## src/psv_pkg.sv

```systemverilog
/*
  psv_pkg: shared constants and carrier types for the program-space
  address generator (fetch, table and visibility address build).
  assumes: included first in compile order, no other dependencies.
*/
package psv_pkg;

  localparam int PADDR_W   = 24;  // program address width
  localparam int PC_W      = 23;  // program counter width
  localparam int EA_W      = 16;  // data effective address width
  localparam int PAGE_W    = 8;   // page register width
  localparam int PSV_LOW_W = 15;  // data ea bits passed straight through
  localparam int TBL_SEL_BIT = 7; // table page bit choosing config space
  localparam int EA_MSB    = 15;  // data ea bit that selects visibility
  localparam int XY_SPLIT  = 15;  // data ea bit at fixed x/y split

  localparam logic [PC_W-1:0]    PC_RST      = 23'h00_0000;
  localparam logic [PC_W-1:0]    PC_STEP     = 23'h00_0002;
  localparam logic [PADDR_W-1:0] USER_TOP    = 24'h7F_FFFE;
  localparam logic [PAGE_W-1:0]  PAGE_RST    = 8'h00;
  localparam logic [1:0]         EXTRA_ZERO  = 2'h0;
  localparam logic [1:0]         EXTRA_ONE   = 2'h1;
  localparam logic [1:0]         EXTRA_TWO   = 2'h2;

  // address source of the current cycle
  typedef enum logic [2:0] {
    PSV_SRC_FETCH = 3'b001,
    PSV_SRC_TABLE = 3'b010,
    PSV_SRC_PSV   = 3'b100
  } psv_src_e;

  // data access request from the core
  typedef struct packed {
    logic            valid;
    logic [EA_W-1:0] ea;
    logic            table_op;   // table_read_op / table_write_op
    logic            high_half;  // table_read_high_op / table_write_high_op
    logic            short_op;   // mac prefetch, move, double_move_op
  } psv_req_s;

  // repeat loop context of the current instruction
  typedef struct packed {
    logic active;
    logic first;
    logic last;
    logic irq_exit;
    logic irq_resume;
  } psv_rpt_s;

  // program address result
  typedef struct packed {
    logic               valid;
    logic [PADDR_W-1:0] addr;
    logic               config_space;
    logic               x_space;
    logic               upper_lane;
  } psv_paddr_s;

endpackage

```

## src/psv_agu.sv

```systemverilog
/*
  psv_agu: program-space address generator. builds 24-bit program
  addresses for fetch, table access and visibility data access, and
  counts the extra cycles a visibility access owes the core.
  assumes: single core_clk domain; all request inputs come from core
  logic on the same clock; the program memory consumes data_paddr.
*/
`timescale 1ns/100ps
`default_nettype none
module psv_agu
  import psv_pkg::*;
#(
  parameter logic [PC_W-1:0] RESET_PC = PC_RST
) (
  input  wire logic               core_clk,
  input  wire logic               rst,
  input  wire logic               ce,
  input  wire logic               pc_advance,
  input  wire logic               pc_load,
  input  wire logic [PC_W-1:0]    pc_target,
  input  wire logic               pc_msb_use,
  input  wire logic               visibility_enable_bit,
  input  wire logic               table_page_wr,
  input  wire logic               visibility_page_wr,
  input  wire logic [PAGE_W-1:0]  page_wdata,
  input  wire psv_req_s           req,
  input  wire psv_rpt_s           rpt,
  input  wire logic [23:0]        prog_rdata,
  output logic      [PC_W-1:0]    pc,
  output logic      [PAGE_W-1:0]  table_page_reg,
  output logic      [PAGE_W-1:0]  visibility_page_reg,
  output logic      [PADDR_W-1:0] fetch_addr,
  output psv_paddr_s              data_paddr,
  output psv_src_e                data_src,
  output logic      [EA_W-1:0]    psv_rdata,
  output logic      [1:0]         extra_cycles,
  output logic                    stall
);

  // ---------------- page registers ----------------
  psv_page_reg #(
    .W   (PAGE_W),
    .RST (PAGE_RST)
  ) u_table_page (
    .core_clk (core_clk),
    .rst      (rst),
    .ce       (ce),
    .wr       (table_page_wr),
    .wdata    (page_wdata),
    .q        (table_page_reg)
  );

  psv_page_reg #(
    .W   (PAGE_W),
    .RST (PAGE_RST)
  ) u_vis_page (
    .core_clk (core_clk),
    .rst      (rst),
    .ce       (ce),
    .wr       (visibility_page_wr),
    .wdata    (page_wdata),
    .q        (visibility_page_reg)
  );

  // ---------------- program counter ----------------
  logic [PC_W-1:0] pc_r;
  logic [PC_W-1:0] pc_nxt;

  // next pc: load or step by one word
  always_comb begin
    pc_nxt = pc_r;
    if (ce) begin
      if (pc_load) begin
        pc_nxt = pc_target;
      end else if (pc_advance && !stall) begin
        pc_nxt = pc_r + PC_STEP;
      end
    end
    pc_nxt[0] = 1'b0;
  end

  always_ff @(posedge core_clk or posedge rst) begin
    if (rst) begin
      pc_r <= RESET_PC;
    end else begin
      pc_r <= pc_nxt;
    end
  end

  assign pc = pc_r;

  // fetch address: bit 23 zero, msb of pc masked unless special op
  always_comb begin
    fetch_addr = {1'b0, pc_r};
    if (!pc_msb_use) begin
      fetch_addr[PC_W-1] = 1'b0;
    end
    if (fetch_addr > USER_TOP) begin
      fetch_addr = USER_TOP;
    end
  end

  // ---------------- data access path ----------------
  logic psv_hit;
  logic [PADDR_W-1:0] tbl_addr;
  logic [PADDR_W-1:0] vis_addr;

  // visibility only for non-table accesses with ea msb and enable
  assign psv_hit = req.valid && !req.table_op
                   && req.ea[EA_MSB] && visibility_enable_bit;

  // table address: page above working register ea, all 24 bits
  assign tbl_addr = {table_page_reg, req.ea};

  // visibility address: bit 23 low, page, then ea low bits
  assign vis_addr = {1'b0, visibility_page_reg, req.ea[PSV_LOW_W-1:0]};

  // select address source and space flags
  always_comb begin
    data_src                = PSV_SRC_FETCH;
    data_paddr.valid        = 1'b0;
    data_paddr.addr         = fetch_addr;
    data_paddr.config_space = 1'b0;
    data_paddr.upper_lane   = 1'b0;
    data_paddr.x_space      = req.ea[XY_SPLIT];
    if (req.valid && req.table_op) begin
      data_src                = PSV_SRC_TABLE;
      data_paddr.valid        = 1'b1;
      data_paddr.addr         = tbl_addr;
      data_paddr.config_space = table_page_reg[TBL_SEL_BIT];
      data_paddr.upper_lane   = req.high_half;
    end else if (psv_hit) begin
      data_src                = PSV_SRC_PSV;
      data_paddr.valid        = 1'b1;
      data_paddr.addr         = vis_addr;
      data_paddr.x_space      = 1'b1;
    end
  end

  // ---------------- read data and cycle cost ----------------
  logic [EA_W-1:0] psv_rdata_r;
  logic [EA_W-1:0] psv_rdata_nxt;

  // only low 16 bits of a mapped word return; upper 8 trap if run
  always_comb begin
    psv_rdata_nxt = psv_rdata_r;
    if (ce && psv_hit) begin
      psv_rdata_nxt = prog_rdata[EA_W-1:0];
    end
  end

  always_ff @(posedge core_clk or posedge rst) begin
    if (rst) begin
      psv_rdata_r <= '0;
    end else begin
      psv_rdata_r <= psv_rdata_nxt;
    end
  end

  assign psv_rdata = psv_rdata_r;

  logic [1:0] extra_now;

  psv_stall_calc u_cost (
    .psv_hit  (psv_hit),
    .short_op (req.short_op),
    .rpt      (rpt),
    .extra    (extra_now)
  );

  // stall counter: holds the pipeline for the access cycle plus the owed extra cycles
  logic [1:0] wait_r;
  logic [1:0] wait_nxt;
  logic       busy_r;
  logic       busy_nxt;

  always_comb begin
    wait_nxt = wait_r;
    busy_nxt = busy_r;
    if (ce) begin
      if (busy_r) begin
        wait_nxt = wait_r - EXTRA_ONE;
        busy_nxt = (wait_r != EXTRA_ONE);
      end else if (extra_now != EXTRA_ZERO) begin
        wait_nxt = extra_now;
        busy_nxt = 1'b1;
      end
    end
  end

  always_ff @(posedge core_clk or posedge rst) begin
    if (rst) begin
      wait_r <= EXTRA_ZERO;
      busy_r <= 1'b0;
    end else begin
      wait_r <= wait_nxt;
      busy_r <= busy_nxt;
    end
  end

  assign stall        = busy_r || (extra_now != EXTRA_ZERO);
  assign extra_cycles = extra_now;

endmodule
`default_nettype wire

```

## src/psv_page_reg.sv

```systemverilog
/*
  psv_page_reg: one page register written by the core.
  assumes: core_clk domain, write strobe from same-clock logic.
*/
`timescale 1ns/100ps
`default_nettype none
module psv_page_reg
  import psv_pkg::*;
#(
  parameter int               W   = PAGE_W,
  parameter logic [W-1:0]     RST = '0
) (
  input  wire logic         core_clk,
  input  wire logic         rst,
  input  wire logic         ce,
  input  wire logic         wr,
  input  wire logic [W-1:0] wdata,
  output logic      [W-1:0] q
);

  logic [W-1:0] q_r;
  logic [W-1:0] q_nxt;

  // next value on write
  always_comb begin
    q_nxt = q_r;
    if (ce && wr) begin
      q_nxt = wdata;
    end
  end

  // register
  always_ff @(posedge core_clk or posedge rst) begin
    if (rst) begin
      q_r <= RST;
    end else begin
      q_r <= q_nxt;
    end
  end

  assign q = q_r;

endmodule
`default_nettype wire

```

## src/psv_stall_calc.sv

```systemverilog
/*
  psv_stall_calc: extra cycles owed by a visibility access.
  assumes: request flags are same-clock logic from the core pipeline.
*/
`timescale 1ns/100ps
`default_nettype none
module psv_stall_calc
  import psv_pkg::*;
(
  input  wire logic     psv_hit,
  input  wire logic     short_op,
  input  wire psv_rpt_s rpt,
  output logic [1:0]    extra
);

  // cost table in and out of repeat loops
  always_comb begin
    extra = EXTRA_ZERO;
    if (psv_hit) begin
      if (!rpt.active) begin
        extra = short_op ? EXTRA_ONE : EXTRA_TWO;
      end else if (rpt.first || rpt.last || rpt.irq_exit || rpt.irq_resume) begin
        extra = EXTRA_TWO;
      end else begin
        extra = EXTRA_ZERO;
      end
    end
  end

endmodule
`default_nettype wire

```

## config.mk

```make
export PLATFORM = sky130hd
export DESIGN_NAME = psv_agu
export DESIGN_NICKNAME = d
export VERILOG_FILES = /design/src/psv_pkg.sv /design/src/psv_agu.sv /design/src/psv_page_reg.sv /design/src/psv_stall_calc.sv
export SDC_FILE = /design/constraint.sdc
export NUM_CORES = 1
export LEC_CHECK = 0
export ABC_AREA = 0
export ABC_CLOCK_PERIOD_IN_PS = 5200
export BUFFER_PORTS_ARGS = -buffer_cell sky130_fd_sc_hd__buf_2
export CORE_ASPECT_RATIO = 0.7
export CORE_UTILIZATION = 40
export CTS_BUF_LIST = sky130_fd_sc_hd__clkbuf_16
export DETAILED_ROUTE_END_ITERATION = 8
export PLACE_DENSITY = 0.74
export SYNTH_ARGS = -nofsm -noshare
export SYNTH_HDL_FRONTEND = slang
export SYNTH_SLANG_ARGS = --single-unit
```

## constraint.sdc

```tcl
create_clock -name core_clk -period 5.2 [get_ports core_clk]
set_input_delay 0.26 -clock core_clk [delete_from_list [all_inputs] [get_ports core_clk]]
set_output_delay 0.26 -clock core_clk [all_outputs]
set_load 0.02 [all_outputs]
```

==> results of run 1 <==
## power by group
group	internal, mW	switching (mW)
Sequential	0.558	0.160
Combinational	0.315	0.546
Clock	0.414	0.203
## cell usage in the layout, fill, tap and decap left out, types with 6 or more instances in the layout
cell,instances
o22ai_1,6
o2bb2ai_1,7
nor3_1,7
inv_1,14
o211ai_1,7
clkbuf_16,9
nand3_2,9
a21oi_1,7
buf_2,189
a22oi_1,17
dfrtp_1,57
mux2_2,32
nand3_1,7
nor2_1,14
nand2_1,57
o21ai_0,15
and3_1,8
## worst reg2reg max path: cells and delay by family, from the launching register on
kind,cells,cell delay [ns]
compound gates,2,0.45
simple gates,2,1.17
flops,1,0.53
## registers in the layout, indices dropped and copies added, names as in the netlist
signal and flops:
busy_r 1, pc 22, psv_rdata 16, u_table_page.q 8
u_vis_page.q 8, wait_r 2
## layer usage
layer | global-route usage | part of all wire
met1 | 0.292 | 0.43
met5 | 0 | 0
met3 | 0.0777 | 0.084
met4 | 0.0701 | 0.012
met2 | 0.382 | 0.48
## area by class of cell
cell class	instances	area, um^2	area share
Sequential cell	57	1430	0.305
Timing Repair Buffer	190	953	0.204
Clock buffer	9	225	0.0482
Clock inverter	7	86.3	0.0185
Multi-Input combinational cell	257	1780	0.381
Tap cell	120	150	0.0321
Inverter	14	52.6	0.0112
## final timing paths
kind	from	to	depth (start not counted)
setup / recovery	req[2]	data_paddr[21]	7
hold / removal	rst	u_vis_page.q[5]$_DFFE_PP0P_	3
setup reg to reg	pc[9]$_DFFE_PP0P_	pc[22]$_DFFE_PP0P_	4
hold reg to reg	psv_rdata[10]$_DFFE_PP0P_	psv_rdata[10]$_DFFE_PP0P_	1
max in group asynchronous	rst	psv_rdata[14]$_DFFE_PP0P_	3
min in group core_clk	prog_rdata[1]	psv_rdata[1]$_DFFE_PP0P_	2
## cell families (layout without fill, tap and decap cells)
kind of cell / count (synthesis) / in the layout / share of synthesized area
buf+inv: 65 / 220 / 0.0867
mux: 34 / 34 / 0.108
fa+ha+maj: 2 / 2 / 0.00714
compound gates: 91 / 91 / 0.196
other cells: 1 / 3 / 0.00107
flops: 57 / 57 / 0.407
simple gates: 127 / 127 / 0.194
## per-stage QoR
| stage | std cells | worst slack, ns | cell area, um^2 | hold slack (ns) |
|---|---|---|---|---|
| 3_5_place_dp | 638 | 2.22 | 4370 | 0.489 |
| 5_1_grt | 654 | 1.98 | 4680 | 0.162 |
| 4_1_cts | 654 | 2.23 | 4680 | 0.153 |
| 2_1_floorplan | 379 | 3.14 | 3510 | 0.411 |
| 3_3_place_gp | 638 | 2.29 | 4370 | 0.481 |
| 6_report | 654 | 2.25 | 4680 | 0.160 |
==> out/results.ini, run 1 <==
[outcome]
status = completed

[global_routing]
grt.total_usage = 0.233
antenna_found_initial = 0
grt_first_pass_wirelength_um = 16600
grt_max_degree = 58
grt_overflow = 0
grt_pass1_vias = 3288

[clock_tree]
cts-buffers-inserted = 9
numClockSinks = 57
cts_root_buf = clkbuf_16
cts_buffer_depth = 2
post_cts_buffers = 0
htreeDepth = 3
post_cts_resized = 0
insertion_delay_ns = 0.32
cts_hold_buf = 0
clk_pin_slew_ns = 0.05
cts_tree = built

[placed_design]
port_buffers = 189
hpwl_um = 7520
gp_congestion = 0.805

[worst_setup_path]
critPathKind = input pin to output pin
cp_max_fo = 26
r2r_slack_ns = 2.96
crit_path_start_kind = input pin
crit_chain = buf_2 > and4b_1 > or2_1 > inv_1 > nand2_1 > nand2_1 > buf_2
critPathMaxStageDelay_ns = 0.76
crit_arrival_ns = 2.69
end_kind = output pin
worst-path-buf-inv = 3
slowest_stage = or2_1
crit_required_ns = 4.94
critical_path.top_delay_family = simple AND/OR/NAND/NOR gates

[synth]
ys_types = 53
yosys_warnings = 0
syn-mean-instance-area_um2 = 9.30
synth_common_cells = dfrtp_1 (57), nand2_1 (57), clkbuf_1 (38)
seq_area_frac_synth = 0.407
synth_seq_cells = 57
synthArstFlopShare = 1.00
netlist_area_mm2 = 0.00351
synth_top_area_cell = dfrtp_1
synth_top_area_share = 0.407
synth_edf_count = 0
synth_cells = 377
synthTopCellsByArea = dfrtp_1 (41%), mux2_2 (10%), nand2_1 (6.1%)
ys.flop_type = dfrtp_1

[die]
start_util = 0.414
die_width_um = 114
core_mm2 = 0.00848
die_height_um = 80.3
ioPinCount = 202
rows = 28
die_area_mm2 = 0.00915

[flow_run]
maxCapViolations = 0

[route]
detail_route.wl_per_cell_um = 16.2
drt_iter0_drc = 225
ant_nets = 0
dr.pass1.iters = 5
vias = 3600
vias_per_cell = 5.50
drc = 0
wl_um = 10600

[worst_hold_path]
worstHoldPathType = input pin to asynchronous set/reset pin

[sta]
slew_viol_final = 0
worstMarginPinSlew_ns = 0.998
setup_violations = 0
rsz0062_at_grt = false
fin_skew_ns = 0.00504
fmax_mhz = 339
hold_viol_final = 0
relSlewSlack = 0.334
timing.final.crit_period_ns = 2.95
fin_crit_sh = 0.568
setup-tns-final_ns = 0

[pwr]
power.density_mw_per_mm2 = 470
p_total_mw = 2.20
ir_drop_v = 0.000220
leakage_nw = 2.36

[cells_and_area]
fillCellCount = 809
antenna_cells = 0
nets = 620
area_growth_pct = 33.4
final_util = 0.552
drive_gt1_frac = 0.487

Power figures use the tool's default switching activity.
==> run 2: changes to the inputs <==
ABC_CLOCK_PERIOD_IN_PS = 2970   (was 5200)
clock period = 2.97 ns   (was 5.2 ns; I/O delays follow)
==> run 2 against run 1 <==
Against the previous run:
- total power rose by 66%
- register-to-register slack got worse by 2.2 ns
- non-clock buffer count rose by 4
- largest cell class unchanged
==> out/results.ini, run 2 (synthesis gave the netlist of run 1 again) <==
[global_routing]
antenna_found_initial = 0  ; unchanged
grt_max_degree = 58  ; unchanged
grt_pass1_vias = 3268  ; -0.61%
grt.total_usage = 0.235  ; +0.00151
grt_overflow = 0  ; unchanged
grt_first_pass_wirelength_um = 16300  ; -1.3%

[pwr]
p_clk_frac = 0.239  ; -0.042
sequentialPowerShare = 0.345  ; +0.018
combPwrFrac = 0.416  ; +0.024
ir_drop_v = 0.000478  ; +120%
p_sw_mw = 1.57  ; +72%
p_total_mw = 3.64  ; +66%
swShare = 0.431  ; +0.0168
p_int_mw = 2.07  ; +61%
leakage_nw = 2.35  ; -0.66%
power.density_mw_per_mm2 = 785  ; +67%

[die]
rows = 28  ; unchanged
die_height_um = 80.3  ; unchanged
ioPinCount = 202  ; unchanged
start_util = 0.414  ; unchanged
core_mm2 = 0.00848  ; unchanged
die_width_um = 114  ; unchanged
die_area_mm2 = 0.00915  ; unchanged

[worst_setup_path]
end_kind = flop
crit_required_ns = 3.22  ; -1.72 ns
r2r_slack_ns = 0.77  ; -2.19 ns
cp_max_fo = 10  ; -62%
critPathKind = flop to flop
crit_arrival_ns = 2.45  ; -0.24 ns
crit_path_start_kind = flop

[cells_and_area]
final_util = 0.547  ; -0.00487
final_area_mm2 = 0.00464  ; -0.88%
area_growth_pct = 32.2
antenna_cells = 0  ; unchanged
final_common_cell = buf_2
largest_reg_flops = 22  ; unchanged
nets = 624  ; +0.65%
final_cell_mix = buf_2 (189), nand2_1 (57), dfrtp_1 (57)
instances_no_fill = 655  ; +0.15%
drive_gt1_frac = 0.482  ; -0.00465
fillCellCount = 823  ; +1.7%

[sta]
fmax_mhz = 454
setup-tns-final_ns = 0  ; unchanged
worstMarginPinSlew_ns = 0.937  ; -0.0606 ns
fin_skew_ns = 0.00795  ; +0.00291 ns
fin_ws_ns = 0.768  ; -1.48 ns
hold_slack_ns = 0.0173  ; -0.143 ns
slew_viol_final = 0  ; unchanged
fin_crit_sh = 0.741
hold_viol_final = 0  ; unchanged
relSlewSlack = 0.374  ; +0.0405
rsz0062_at_grt = false
setup_violations = 0  ; unchanged
timing.final.crit_period_ns = 2.20

[route]
drc = 0  ; unchanged
vias_per_cell = 5.40  ; -2.0%
ant_nets = 0  ; unchanged
detail_route.wl_per_cell_um = 15.8  ; -2.2%
dr.pass1.iters = 5  ; unchanged
dr_wl_met3_um = 865  ; -3.0%
vias = 3534  ; -1.8%
wl_um = 10400  ; -2.0%
wl_met1_um = 4540  ; +0.89%
drt_iter0_drc = 229  ; +1.8%
maxUsedRoutingLayer = met4
wl_met2_um = 4780  ; -5.4%

[placed_design]
placed_cells = 642  ; +0.63%
hpwl_um = 7560  ; +0.50%
dpl_cell_area_mm2 = 0.00440  ; +0.69%
dp_slack_ns = 0.854  ; -1.37 ns
port_buffers = 189  ; unchanged
gp_congestion = 0.847  ; +5.3%

[worst_hold_path]
worstHoldPathType = input pin to asynchronous set/reset pin

[clock_tree]
insertion_delay_ns = 0.33  ; about the same
cts_root_buf = clkbuf_16
clk_pin_slew_ns = 0.05  ; about the same
post_cts_buffers = 0  ; unchanged
post_cts_resized = 0  ; unchanged
cts_buffer_depth = 2  ; unchanged
cts_tree = built
cts_hold_buf = 0  ; unchanged
htreeDepth = 3  ; unchanged
numClockSinks = 57  ; unchanged
cts-buffers-inserted = 9  ; unchanged

[flow_run]
maxCapViolations = 0  ; unchanged

[outcome]
status = completed

run 2: cell count changes in the layout (fill, tap and decap cells not counted):
cell / previous run / this run
buf_4: 1 / 5
bufinv_16: 2 / 0
clkinv_1: 0 / 3
clkinv_2: 3 / 0
clkinvlp_4: 1 / 0
run 2: area by class of cell:
| type | count | area, um^2 | share of cell area |
|---|---|---|---|
| multi-input cells | 257 | 1780 | 0.385 |
| repair buffers | 194 | 983 | 0.212 |
| clock buffers | 9 | 225 | 0.0486 |
| inverters | 14 | 52.6 | 0.0113 |
| clock inverters | 4 | 15.0 | 0.00324 |
| well taps | 120 | 150 | 0.0324 |
| flip-flops and latches | 57 | 1430 | 0.308 |
run 2: worst max-delay path, stage by stage (launching register included):
cell and delay, ns:
dfrtp_1 0.51, nand3_1 0.28, nor4_2 0.86, a32oi_1 0.24
o211ai_1 0.22
run 2: path summary, 6_finish.rpt:
path	from	end	cells past startpoint
worst max-delay path	pc[9]$_DFFE_PP0P_	pc[22]$_DFFE_PP0P_	4
worst min-delay path	rst	u_vis_page.q[5]$_DFFE_PP0P_	3
worst max register to register	pc[9]$_DFFE_PP0P_	pc[22]$_DFFE_PP0P_	4
worst min register to register	psv_rdata[10]$_DFFE_PP0P_	psv_rdata[10]$_DFFE_PP0P_	1
max in group asynchronous	rst	psv_rdata[14]$_DFFE_PP0P_	3
min in group core_clk	prog_rdata[0]	psv_rdata[0]$_DFFE_PP0P_	2
run 2: power groups by stage:
| stage | logic [mW] | registers, mW | clock network (mW) |
|---|---|---|---|
| floorplan | 0.880 | 1.39 | 0 |
| global placement | 1.49 | 1.25 | 0 |
| detailed placement | 1.51 | 1.26 | 0 |
| CTS | 1.52 | 1.25 | 0.886 |
| global route | 1.65 | 1.29 | 0.916 |
| finish | 1.51 | 1.26 | 0.871 |
run 2: layer usage:
| layer | track usage | up-vias |
|---|---|---|
| li1 | - | 1664 |
| met4 | 0.0844 | 0 |
| met2 | 0.371 | 168 |
| met1 | 0.298 | 1687 |
| met3 | 0.0808 | 15 |
| met5 | 0 | - |
==> run 3: changes to the inputs <==
ABC_AREA = 1   (was 0)
ABC_CLOCK_PERIOD_IN_PS = 1900   (was 2970)
PLACE_DENSITY = 0.76   (was 0.74)
clock period = 1.9 ns   (was 2.97 ns; I/O delays follow)
==> run 3 against run 2 <==
Against the previous run:
- clock skew fell by 0.0027 ns
- first-iteration DRC count shrank 9.2%
- non-clock buffer count up 13
- worst hold slack got worse by 0.0065 ns
- clock power increased by 81%
- global-route usage rose by 0.47 points
- sequential share of layout area down 2.0 points
- wire length is 9.5% higher
- sequential cell count stayed put
- combinational power increased by 28%
==> out/results.ini, run 3 <==
[worst_setup_path]
critPathMostFrequentCell = nand3_1
crit_arrival_ns = 1.89  ; -0.56 ns
critPathKind = flop to flop
critPathMaxStageDelay_ns = 0.45  ; -0.41 ns
crit_chain = ha_1 > nand3_1 > nor2_2 > nand3_1 > nand3_1 > nand2_1 > nand2_1 > o21ai_2
slowest_stage = dfrtp_1
r2r-start = pc[1]$_DFFE_PP0P_
rr_endpoint = pc[11]$_DFFE_PP0P_
end_kind = flop
r2r_slack_ns = 0.19  ; -0.58 ns
crit_path_start_kind = flop
cp_max_fo = 7  ; -3
rr_worst_depth = 8  ; +4
crit_required_ns = 2.09  ; -1.13 ns

[pwr]
power.density_mw_per_mm2 = 1060  ; +35%
leakage_nw = 2.73  ; +16%
ir_drop_v = 0.000525  ; +9.6%

[synth]
synthArstFlopShare = 1.00  ; unchanged
seq_area_frac_synth = 0.394  ; -0.0125
synth_common_cells = nand2_1 (177), dfrtp_1 (57), o21ai_0 (48)
synthMuxAreaShare = 0.0602  ; -0.0483
synth_xor_area_frac = 0.00484  ; +0.00484
syn-mean-instance-area_um2 = 7.18  ; -23%
synth_seq_cells = 57  ; unchanged
netlist_area_mm2 = 0.00362  ; +3.2%
synth_top_family_by_area = simple AND/OR/NAND/NOR gates
yosys.area_share.adder = 0.00692  ; -0.000220
synth_top_area_cell = dfrtp_1
synthTopCellsByArea = dfrtp_1 (39%), nand2_1 (18%), o21ai_0 (6.6%)
synth-compound-area-share = 0.0979  ; -0.0980
ys_types = 34  ; -36%
ys.flop_type = dfrtp_1
synth_cells = 504  ; +34%
synthSimpleGateAreaFrac = 0.331  ; +0.138
synth_top_area_share = 0.394  ; -0.0125
yosys_warnings = 0  ; unchanged
yosys.cell_count.top_type = nand2_1
synth_edf_count = 0  ; unchanged

[cells_and_area]
drive_gt1_frac = 0.370  ; -0.112
antenna_cells = 0  ; unchanged
multi_input_area_mm2 = 0.00183  ; +2.5%
area_growth_pct = 37.0
final_cell_mix = buf_2 (189), nand2_1 (177), dfrtp_1 (57)
final_common_cell = buf_2
nets = 772  ; +24%
fillCellCount = 846  ; +2.8%
largest_reg_flops = 22  ; unchanged
regArea_mm2 = 0.00143  ; unchanged

[clock_tree]
post_cts_buffers = 0  ; unchanged
cts_root_buf = clkbuf_16
numClockSinks = 57  ; unchanged
cts_buffer_depth = 2  ; unchanged
cts-buffers-inserted = 9  ; unchanged
insertion_delay_ns = 0.32  ; about the same
clk_pin_slew_ns = 0.06  ; about the same
htreeDepth = 3  ; unchanged
cts_tree = built

[route]
ant_nets = 0  ; unchanged
drc = 0  ; unchanged
detail_route.wl_per_cell_um = 14.1  ; -11%
dr.pass1.iters = 5  ; unchanged
vias_per_cell = 4.88  ; -9.5%
wl_um = 11300  ; +9.5%
drt_iter0_drc = 208  ; -9.2%
vias = 3937  ; +11%

[die]
start_util = 0.420  ; +0.00620
core_mm2 = 0.00862  ; +1.7%
ioPinCount = 202  ; unchanged
rows = 28  ; unchanged
die_width_um = 116  ; +1.5%
die_height_um = 81.6  ; +1.5%
die_area_mm2 = 0.00943  ; +3.1%

[outcome]
status = completed

[sta]
hold_viol_final = 0  ; unchanged
rsz0062_at_grt = false
hold_slack_ns = 0.0109  ; -0.00646 ns
fmax_mhz = 585  ; +29%
fin_skew_ns = 0.00524  ; -0.00271 ns
slew_viol_final = 0  ; unchanged
setup-tns-final_ns = 0  ; unchanged
timing.final.crit_period_ns = 1.71  ; -0.494 ns
relSlewSlack = 0.527  ; +0.152
fin_crit_sh = 0.899  ; +0.158
setup_violations = 0  ; unchanged
worstMarginPinSlew_ns = 0.709  ; -0.229 ns

[global_routing]
gr-usage-met3 = 0.0384  ; -0.0424
top_usage_layer = met2
grt_max_degree = 38  ; -34%
grt_pass1_vias = 3548  ; +8.6%
use_met1 = 0.331  ; +0.0330
grt_first_pass_wirelength_um = 17500  ; +6.9%
grt.total_usage = 0.239  ; +0.00474
met2_usage = 0.389  ; +0.0179
grt_overflow = 0  ; unchanged
antenna_found_initial = 0  ; unchanged

[placed_design]
gp_congestion = 0.959  ; +13%
port_buffers = 189  ; unchanged
hpwl_um = 8590  ; +14%

[flow_run]
maxCapViolations = 0  ; unchanged

[worst_hold_path]
worstHoldPathType = input pin to flop
holdPathEnd = psv_rdata[5]$_DFFE_PP0P_
hold_start = prog_rdata[5]
whs_path_depth = 2

run 3: cell types whose count changed after synthesis, moves of 8 or more:
cell	previous run	this run
nor2_1	14	43
clkbuf_1	38	24
mux2_2	32	6
o21ai_0	15	48
inv_1	14	38
nand2_1	57	177
mux2_4	0	10
a22oi_1	17	0
nand3_1	7	33
nand3_2	9	1
and3_1	8	0
run 3: critical path, delay by kind of cell, from the launching register on:
family                   cells  cell delay [ns]
adder cells (fa/ha/maj)      1             0.32
flip-flops                   1             0.45
AND/OR/NAND/NOR              6             0.76
AO/OA/AOI/OAI                1             0.06
run 3: worst max-delay path by stage:
stage	from	endpoint	slack, ns	depth (start not counted)
final	pc[1]$_DFFE_PP0P_	pc[11]$_DFFE_PP0P_	0.19	8
after global placement	pc[1]$_DFFE_PP0P_	pc[11]$_DFFE_PP0P_	0.28	8
after floorplan	pc[1]$_DFFE_PP0P_	pc[17]$_DFFE_PP0P_	0.29	8
after detailed placement	pc[1]$_DFFE_PP0P_	pc[11]$_DFFE_PP0P_	0.20	8
after global routing	pc[1]$_DFFE_PP0P_	pc[15]$_DFFE_PP0P_	0.05	8
after CTS	pc[1]$_DFFE_PP0P_	pc[11]$_DFFE_PP0P_	0.18	8
run 3: cells by family (layout without fill, tap and decap cells):
family,Yosys count,count (layout)
other,1,3
multiplexers,16,16
AND/OR/NAND/NOR,280,280
buffers and inverters,82,262
flip-flops,57,57
adder cells (fa/ha/maj),2,2
XOR/XNOR,2,2
AO/OA/AOI/OAI,64,64
run 3: repair_timing:
item | 4_1_cts | 5_1_grt
endpoints found under the setup margin | 0 | 1
hold buffers | 5 | 0
endpoints found under the hold margin | 24 | 0
resized for setup | 0 | 1
run 3: area by class of cell:
class | instances | area share
well taps | 120 | 0.0303
multi-input cells | 367 | 0.369
clock inverters | 7 | 0.0126
inverters | 39 | 0.0295
flip-flops and latches | 57 | 0.288
clock buffers | 9 | 0.0454
repair buffers | 207 | 0.226
run 3: layer usage:
| layer | part of all wire | vias up | wire length [um] |
|---|---|---|---|
| met5 | 0 | - | 0 |
| met1 | 0.46 | 1832 | 5240 |
| met3 | 0.063 | 14 | 716 |
| met2 | 0.46 | 153 | 5210 |
| li1 | - | 1938 | - |
| met4 | 0.016 | 0 | 180 |
run 3: where the power goes:
part	switching (mW)	internal (mW)	leakage, nW	total, mW
registers	0.284	1.46	0.705	1.75
logic	1.23	0.701	1.89	1.93
clock network	0.579	1.00	0.140	1.58
total	2.09	3.16	2.73	5.25
run 3: metrics by stage:
step / utilization / power (mW) / area [um^2] / cells / setup WS (ns)
finish: 0.575 / 5.25 / 4960 / 806 / 0.192
global route: 0.575 / 5.54 / 4960 / 806 / 0.0503
floorplan: - / 2.98 / 3620 / 506 / 0.285
global placement: 0.536 / 3.64 / 4620 / 785 / 0.285
CTS: 0.575 / 5.28 / 4950 / 806 / 0.184
detailed placement: 0.536 / 3.68 / 4620 / 785 / 0.198
